### src/logic/cycle_timer_pkg.sv
// constants, field layout and state types for the fixed-cycle timer block
// assumes a 20 MHz register clock and an APB master with 32-bit data
package cycle_timer_pkg;

  // ****************************************
  // register map: index and byte address
  // ****************************************
  localparam int ADDR_W = 8;
  localparam logic [ADDR_W-1:0] IDX_PRESET_LO = 8'h0B;
  localparam logic [ADDR_W-1:0] IDX_PRESET_HI = 8'h0C;
  localparam logic [ADDR_W-1:0] IDX_EXT_CTRL = 8'h0D;
  localparam logic [ADDR_W-1:0] IDX_FLAGS = 8'h0E;
  localparam logic [ADDR_W-1:0] IDX_IRQ_CTRL = 8'h0F;
  localparam logic [ADDR_W-1:0] ADDR_PRESET_LO = {IDX_PRESET_LO[5:0], 2'h0};
  localparam logic [ADDR_W-1:0] ADDR_PRESET_HI = {IDX_PRESET_HI[5:0], 2'h0};
  localparam logic [ADDR_W-1:0] ADDR_EXT_CTRL = {IDX_EXT_CTRL[5:0], 2'h0};
  localparam logic [ADDR_W-1:0] ADDR_FLAGS = {IDX_FLAGS[5:0], 2'h0};
  localparam logic [ADDR_W-1:0] ADDR_IRQ_CTRL = {IDX_IRQ_CTRL[5:0], 2'h0};

  // ****************************************
  // field positions
  // ****************************************
  localparam int TIMER_ENABLE_BIT = 4;
  localparam int TIMER_EVENT_FLAG_BIT = 4;
  localparam int TIMER_IRQ_ENABLE_BIT = 4;
  localparam int SOURCE_SELECT_LO_BIT = 0;
  localparam int SOURCE_SELECT_HI_BIT = 1;
  localparam int CNT_W = 12;
  localparam int REL_W = 18;
  localparam int DIV_W = 13;

  // source select codes
  localparam logic [1:0] SEL_4096HZ = 2'h0;
  localparam logic [1:0] SEL_64HZ = 2'h1;
  localparam logic [1:0] SEL_1HZ = 2'h2;
  localparam logic [1:0] SEL_MINUTE = 2'h3;

  // ****************************************
  // times and derived counts
  // ****************************************
  localparam int PCLK_PERIOD_NS = 50;
  localparam int SRC_FAST_PERIOD_NS = 244140;
  localparam int REL_FAST_NS = 122000;
  localparam int REL_SLOW_NS = 7813000;
  localparam int REL_FAST_CYC = REL_FAST_NS / PCLK_PERIOD_NS;
  localparam logic [5:0] LAST_OF_64 = 6'h3F;
  localparam logic [11:0] LAST_OF_4096 = 12'hFFF;
  localparam logic [5:0] LAST_SECOND = 6'h3B;

  // ****************************************
  // state types
  // ****************************************
  typedef enum logic [1:0] {RUN_IDLE, RUN_ARMED, RUN_COUNT} run_e;

  typedef struct packed {
    logic timer_enable;
    logic timer_irq_enable;
    logic [1:0] source_select;
    logic [CNT_W-1:0] preset;
  } ctrl_s;

  typedef struct packed {
    logic [DIV_W-1:0] div;
    logic [5:0] sub64;
    logic [11:0] sub4096;
    logic [5:0] sub60;
  } prescale_s;

  typedef struct packed {
    logic [31:0] prdata;
    logic pready;
    logic pslverr;
  } apb_out_s;

  typedef struct packed {
    ctrl_s ctl;
    prescale_s pre;
    apb_out_s apb;
    run_e run;
    logic [CNT_W-1:0] count;
    logic timer_event_flag;
    logic irq_oe;
    logic irq_level;
    logic [REL_W-1:0] rel;
    logic lk_sync1;
    logic lk_sync2;
    logic lk_prev;
  } state_s;

  localparam state_s STATE_RESET = '0;

endpackage : cycle_timer_pkg

### src/logic/cycle_timer.sv
// fixed-cycle countdown timer with shared open-drain interrupt, APB registers
// assumes link_clk is the serial clock pin, asynchronous to pclk
//
// The register addresses and the APB interface to the registers are this design's own decisions.
`timescale 1ns/100ps
module cycle_timer #(
  parameter int unsigned DIV_FAST_CYC =
    cycle_timer_pkg::SRC_FAST_PERIOD_NS / cycle_timer_pkg::PCLK_PERIOD_NS,
  parameter int unsigned REL_SLOW_CYC =
    cycle_timer_pkg::REL_SLOW_NS / cycle_timer_pkg::PCLK_PERIOD_NS
) (
  // clock and reset
  input wire logic pclk,
  input wire logic presetn,
  // apb slave
  input wire logic psel,
  input wire logic penable,
  input wire logic pwrite,
  input wire logic [cycle_timer_pkg::ADDR_W-1:0] paddr,
  input wire logic [31:0] pwdata,
  output logic [31:0] prdata,
  output logic pready,
  output logic pslverr,
  // serial link clock pin
  input wire logic link_clk,
  // open-drain interrupt pin, active low
  output logic irq_n_out,
  output logic irq_n_oe
);

  localparam logic [cycle_timer_pkg::DIV_W-1:0] DIV_LAST =
    cycle_timer_pkg::DIV_W'(DIV_FAST_CYC - 1);
  localparam logic [cycle_timer_pkg::REL_W-1:0] REL_FAST_LAST =
    cycle_timer_pkg::REL_W'(cycle_timer_pkg::REL_FAST_CYC - 1);
  localparam logic [cycle_timer_pkg::REL_W-1:0] REL_SLOW_LAST =
    cycle_timer_pkg::REL_W'(REL_SLOW_CYC - 1);
  localparam logic [cycle_timer_pkg::CNT_W-1:0] CNT_ONE = 12'h001;

  cycle_timer_pkg::state_s st;
  cycle_timer_pkg::state_s nx;
  logic setup_cycle;
  logic access_done;
  logic wr_done;
  logic hit_lo;
  logic hit_hi;
  logic hit_ext;
  logic hit_flags;
  logic hit_irq;
  logic te_rise;
  logic te_clear;
  logic link_fall;
  logic tick_fast;
  logic tick_64;
  logic tick_sec;
  logic tick_min;
  logic src_tick;
  logic fire;
  logic [cycle_timer_pkg::CNT_W-1:0] read_cnt;

  // ****************************************
  // decode and strobes
  // ****************************************

  // one wait state so that prdata and pready come from flops
  assign setup_cycle = psel & penable & ~st.apb.pready;
  assign access_done = psel & penable & st.apb.pready;
  assign wr_done = access_done & pwrite;
  assign hit_lo = paddr == cycle_timer_pkg::ADDR_PRESET_LO;
  assign hit_hi = paddr == cycle_timer_pkg::ADDR_PRESET_HI;
  assign hit_ext = paddr == cycle_timer_pkg::ADDR_EXT_CTRL;
  assign hit_flags = paddr == cycle_timer_pkg::ADDR_FLAGS;
  assign hit_irq = paddr == cycle_timer_pkg::ADDR_IRQ_CTRL;
  assign te_rise = wr_done & hit_ext & pwdata[cycle_timer_pkg::TIMER_ENABLE_BIT]
    & ~st.ctl.timer_enable;
  assign te_clear = wr_done & hit_ext & ~pwdata[cycle_timer_pkg::TIMER_ENABLE_BIT];
  // edge detect reads only the second and third flops, never the first
  assign link_fall = st.lk_prev & ~st.lk_sync2;

  // free-running prescaler ticks; not aligned to the start of a countdown
  assign tick_fast = st.pre.div == DIV_LAST;
  assign tick_64 = tick_fast & (st.pre.sub64 == cycle_timer_pkg::LAST_OF_64);
  assign tick_sec = tick_fast & (st.pre.sub4096 == cycle_timer_pkg::LAST_OF_4096);
  assign tick_min = tick_sec & (st.pre.sub60 == cycle_timer_pkg::LAST_SECOND);

  assign read_cnt = st.ctl.timer_enable ? st.count : st.ctl.preset;

  // ****************************************
  // next-state logic
  // ****************************************

  // whole block state computed here, registered below
  always_comb begin
    nx = st;
    fire = 1'b0;
    src_tick = 1'b0;
    // link clock pin through two flops, third for edge finding
    nx.lk_sync1 = link_clk;
    nx.lk_sync2 = st.lk_sync1;
    nx.lk_prev = st.lk_sync2;

    // prescaler chain
    nx.pre.div = tick_fast ? '0 : cycle_timer_pkg::DIV_W'(st.pre.div + 1'b1);
    if (tick_fast) begin
      nx.pre.sub64 = 6'(st.pre.sub64 + 1'b1);
      nx.pre.sub4096 = 12'(st.pre.sub4096 + 1'b1);
    end
    if (tick_sec) begin
      nx.pre.sub60 = tick_min ? '0 : 6'(st.pre.sub60 + 1'b1);
    end

    unique case (st.ctl.source_select)
      cycle_timer_pkg::SEL_4096HZ: src_tick = tick_fast;
      cycle_timer_pkg::SEL_64HZ: src_tick = tick_64;
      cycle_timer_pkg::SEL_1HZ: src_tick = tick_sec;
      cycle_timer_pkg::SEL_MINUTE: src_tick = tick_min;
    endcase

    // apb answer one cycle after the access phase opens
    nx.apb.pready = setup_cycle;
    nx.apb.prdata = '0;
    nx.apb.pslverr = setup_cycle & ~(hit_lo | hit_hi | hit_ext | hit_flags | hit_irq);
    if (setup_cycle & ~pwrite) begin
      if (hit_lo) begin
        nx.apb.prdata[7:0] = read_cnt[7:0];
      end
      if (hit_hi) begin
        nx.apb.prdata[3:0] = read_cnt[11:8];
      end
      if (hit_ext) begin
        nx.apb.prdata[cycle_timer_pkg::TIMER_ENABLE_BIT] = st.ctl.timer_enable;
        nx.apb.prdata[cycle_timer_pkg::SOURCE_SELECT_HI_BIT] = st.ctl.source_select[1];
        nx.apb.prdata[cycle_timer_pkg::SOURCE_SELECT_LO_BIT] = st.ctl.source_select[0];
      end
      if (hit_flags) begin
        nx.apb.prdata[cycle_timer_pkg::TIMER_EVENT_FLAG_BIT] = st.timer_event_flag;
      end
      if (hit_irq) begin
        nx.apb.prdata[cycle_timer_pkg::TIMER_IRQ_ENABLE_BIT] = st.ctl.timer_irq_enable;
      end
    end

    // register writes take effect at the completing edge only
    if (wr_done & hit_lo) begin
      nx.ctl.preset[7:0] = pwdata[7:0];
    end
    if (wr_done & hit_hi) begin
      nx.ctl.preset[11:8] = pwdata[3:0];
    end
    if (wr_done & hit_ext) begin
      nx.ctl.timer_enable = pwdata[cycle_timer_pkg::TIMER_ENABLE_BIT];
      nx.ctl.source_select[1] = pwdata[cycle_timer_pkg::SOURCE_SELECT_HI_BIT];
      nx.ctl.source_select[0] = pwdata[cycle_timer_pkg::SOURCE_SELECT_LO_BIT];
    end
    if (wr_done & hit_irq) begin
      nx.ctl.timer_irq_enable = pwdata[cycle_timer_pkg::TIMER_IRQ_ENABLE_BIT];
    end

    // countdown sequencer
    unique case (st.run)
      cycle_timer_pkg::RUN_IDLE: begin
        // start request waits for sampled link edge
        if (te_rise) begin
          nx.run = cycle_timer_pkg::RUN_ARMED;
        end
      end
      cycle_timer_pkg::RUN_ARMED: begin
        if (te_clear) begin
          nx.run = cycle_timer_pkg::RUN_IDLE;
        end else if (link_fall) begin
          nx.count = st.ctl.preset;
          nx.run = cycle_timer_pkg::RUN_COUNT;
        end
      end
      cycle_timer_pkg::RUN_COUNT: begin
        if (te_clear) begin
          nx.run = cycle_timer_pkg::RUN_IDLE;
        end else if (src_tick && st.count != '0) begin
          // first tick lands anywhere in a period
          if (st.count == CNT_ONE) begin
            // fire and reload on 1 to 0
            fire = 1'b1;
            nx.count = st.ctl.preset;
          end else begin
            nx.count = cycle_timer_pkg::CNT_W'(st.count - 1'b1);
          end
        end
      end
    endcase

    if (wr_done & hit_flags & ~pwdata[cycle_timer_pkg::TIMER_EVENT_FLAG_BIT]) begin
      nx.timer_event_flag = 1'b0;
    end
    // set wins over a same-cycle clear
    if (fire) begin
      nx.timer_event_flag = 1'b1;
    end

    if (fire & st.ctl.timer_irq_enable) begin
      nx.irq_oe = 1'b1;
      nx.rel = (st.ctl.source_select == cycle_timer_pkg::SEL_4096HZ) ?
        REL_FAST_LAST : REL_SLOW_LAST;
    end else if (st.irq_oe) begin
      // auto release after the hold time
      if (st.rel == '0) begin
        nx.irq_oe = 1'b0;
      end else begin
        nx.rel = cycle_timer_pkg::REL_W'(st.rel - 1'b1);
      end
    end
    // irq enable low releases the pin
    if (~nx.ctl.timer_irq_enable) begin
      nx.irq_oe = 1'b0;
    end
    // only pulls low, never drives high, so others share it
    nx.irq_level = 1'b0;
  end

  // ****************************************
  // state register and outputs
  // ****************************************

  // single register for the whole block
  always_ff @(posedge pclk or negedge presetn) begin
    if (!presetn) begin
      st <= cycle_timer_pkg::STATE_RESET;
    end else begin
      st <= nx;
    end
  end

  // outputs taken straight from state flops
  assign prdata = st.apb.prdata;
  assign pready = st.apb.pready;
  assign pslverr = st.apb.pslverr;
  assign irq_n_out = st.irq_level;
  assign irq_n_oe = st.irq_oe;
endmodule : cycle_timer

### config.mk
export PLATFORM = sky130hd
export DESIGN_NAME = cycle_timer
export DESIGN_NICKNAME = d
export VERILOG_FILES = /design/src/logic/cycle_timer_pkg.sv /design/src/logic/cycle_timer.sv
export SDC_FILE = /design/constraint.sdc
export NUM_CORES = 1
export LEC_CHECK = 0
export ABC_AREA = 1
export BUFFER_PORTS_ARGS = -buffer_cell sky130_fd_sc_hd__buf_2
export CORE_MARGIN = 2
export CORE_UTILIZATION = 50
export CTS_CLUSTER_SIZE = 24
export DETAILED_ROUTE_END_ITERATION = 12
export PLACE_DENSITY = 0.8
export SLEW_MARGIN = 30
export SYNTH_ARGS = -nofsm -noshare
export SYNTH_HDL_FRONTEND = slang
export SYNTH_SLANG_ARGS = --single-unit
### constraint.sdc
create_clock -name pclk -period 2 [get_ports pclk]
set_clock_uncertainty 0.1 [all_clocks]
set_input_delay 0.2 -clock pclk [delete_from_list [all_inputs] [get_ports pclk]]
set_output_delay 0.2 -clock pclk [all_outputs]
set_load 0.02 [all_outputs]
==> reports/metrics.cfg <==
[outcome]
status = finished, violations left
violations = setup timing

[power_and_ir_drop]
p_leak_nw = 3.53
powerDensity_nw_per_um2 = 986
ir_worst_vdd_mv = 0.701

[synth]
synth_area_leaders = dfrtp_1 (43%), nand2_1 (10%), inv_1 (5.0%)
ys_async_sr_fraction = 1.00
synth_commonest_cells = nand2_1 (164), dfrtp_1 (100), inv_1 (78)
postSynthCellCount = 719
synth_top_area_cell = dfrtp_1
synth.most_common_cell = nand2_1
yosysWarnings = 0
yosysTopAreaCellShare = 0.425
syn_area_per_cell_um2 = 8.18
synth-seq-cells = 100
synth_ff_type = dfrtp_1
seq_area_frac_synth = 0.425
synth-edff-count = 0
syn_area_um2 = 5880
yosysUniqueCellTypes = 53

[finish]
multi_input_area_um2 = 3020
final.fill_count = 945
fin_cells = 948
drive_above_1_share = 0.275
syn_to_final_growth_pct = 19.4
fin_nets = 859
antenna_cells = 0
final_util = 0.612
seq_area_um2 = 2500

[timing]
clock.fmax_mhz = 493
tns_ps = -84.5
setup_violations = 5
min_period_ps = 2030
rsz0062_at_grt = true
finalHoldViolCount = 0
setup_ws_ps = -28.5
fin_crit_sh = 1.01
report.final.slew_viol_count = 0

[drt]
ant_nets = 0
dr.first_iter.drc_count = 295
via_count = 4811
post_drt_wl_per_cell_um = 13.7
first_pass_iters = 5
viasPerCell = 5.07
drc = 0
routed_wl_mm = 13.0

[setup_path]
crit_top_cell = nand2_2
slowest_delay_ps = 390
critical_path_required_ps = 2150
r2r-start = st[97]$_DFF_PN0_
r2r_end = st[12]$_DFFE_PN0P_
r2r.worst_path.cells = 15
path_cells = inv_2 > ha_4 > nand2_2 > nor2_2 > nand3_2 > buf_6 > nand2_4 > o21ai_4 > inv_4 > nand4_4 > buf_6 > nand2_2 > nand2_2 > nand2_1 > nand2_1
crit_type = flip-flop to flip-flop
rrSetupSlack_ps = -30
cp-start-kind = flip-flop
cp_slowest_cell = dfrtp_1
cp-end-kind = flip-flop
crit_arrival_ps = 2170
crit_fanout = 4

[floorplan]
start_util = 0.513
ios = 82
dieArea_um2 = 12600
die_w_um = 112
fp.dieH_um = 112
core_region_area_um2 = 11500
rows = 39

[min_path]
worstHoldEndpoint = pready$_DFF_PN0_
holdPathStages = 3
hp-class = input pin to flip-flop
min_from = psel

[clocking]
cts_tree = done
cts_root_buffer = clkbuf_16
cts_max_level = 3
path_clk_slew_ps = 70
insertion_delay_ps = 350
cts.sinks = 100
cts_max_path_buffers = 2
cts_buffers = 9

[placed_design]
place_inst = 919
io_buffers = 32
place_congestion = 0.911
place_hpwl_mm = 9.12

[grt]
grt_pass1_wl_mm = 21.1
gr-total-overflow = 0
antenna_found_initial = 0
grt_use_total = 0.208
grt_max_degree = 40
grt_pass1_vias = 4559

[run]
drv_cap = 0

-- worst max-delay path: cells and delay by family, from the launching register on --
family          cells  cell delay (ps)
flops               1              390
compound gates      1               70
fa+ha+maj           1              130
simple gates        9              710
buf+inv             4              520
-- layout by cell type (no fill, tap or decap), types with 10 or more instances in the layout --
cell,n
a21oi_1,15
buf_2,31
buf_4,44
conb_1,25
dfrtp_1,100
inv_1,75
inv_2,17
nand2_1,151
nand2_2,27
nand3_1,28
nand4_1,10
nor2_1,61
nor2_2,10
o21ai_0,34
o21ai_2,10
xnor2_1,14
xor2_1,23
-- stage by stage --
| stage | hold slack [ps] | power [mW] | instance area, µm² | worst slack, ps |
|---|---|---|---|---|
| floorplan | -196 | 4.35 | 5970 | 100 |
| global placement | 94.8 | 4.82 | 6330 | -11.0 |
| detailed placement | 93.7 | 4.87 | 6330 | -40.0 |
| CTS | 0.825 | 6.67 | 6760 | 2.03 |
| global route | 21.4 | 7.37 | 7020 | -174 |
| finish | 5.64 | 6.92 | 7020 | -28.5 |
-- cells by family (layout without fill, tap and decap cells) --
logic type,count (synthesis),count (layout),synth area share
and+or+nand+nor,348,348,0.287
buffers and inverters,137,199,0.117
DFF,100,100,0.425
AOI/OAI and AO/OA,83,83,0.0879
xor gates and xnor gates,37,37,0.0551
adders and majority gates,11,11,0.0234
muxes,2,2,0.00383
other,1,25,0.000638
-- flip-flops by register name, summed over array words and instances (netlist names) --
signal,count
st,87
prdata,8
nx,2
irq_n_oe,1
pready,1
pslverr,1
-- per-layer routing --
metal  wire, µm  share of wire  track usage
met5          0              0            0
met4        170          0.013       0.0593
met3        652          0.050       0.0508
met2       6320           0.49        0.340
met1       5850           0.45        0.278
-- layout make-up --
| class | instances | area share |
|---|---|---|
| clock buffers | 10 | 0.0340 |
| repair inverters | 2 | 0.00356 |
| multi-input cells | 506 | 0.430 |
| flip-flops and latches | 100 | 0.356 |
| well taps | 143 | 0.0255 |
| repair buffers | 88 | 0.0904 |
| inverters | 95 | 0.0533 |
| clock inverters | 4 | 0.00731 |
-- where the power goes --
group	total [mW]	switching [mW]	internal, mW
sequential	2.52	0.256	2.26
clock	1.74	0.751	0.990
combinational	2.66	1.60	1.06
total	6.92	2.61	4.31
-- worst max path at each step --
stage	startpoint	endpoint	depth (start not counted)
finish	st[97]$_DFF_PN0_	st[12]$_DFFE_PN0P_	15
global route	st[97]$_DFF_PN0_	st[14]$_DFFE_PN0P_	15
global placement	st[97]$_DFF_PN0_	st[11]$_DFFE_PN0P_	12
CTS	st[97]$_DFF_PN0_	st[9]$_DFFE_PN0P_	11
detailed placement	st[97]$_DFF_PN0_	st[5]$_DFFE_PN0P_	13
floorplan	st[24]$_DFFE_PN0P_	st[35]$_DFFE_PN0P_	14
-- timing repair --
action | in CTS | in global routing
pin swaps | 6 | 18
endpoints found under the hold margin | 36 | 0
hold buffers | 5 | 0
setup buffers | 3 | 5
endpoints found under the setup margin | 20 | 36
gates resized for setup | 17 | 54
cloned | 0 | 2
No activity file was read; power rests on OpenSTA's default activity.
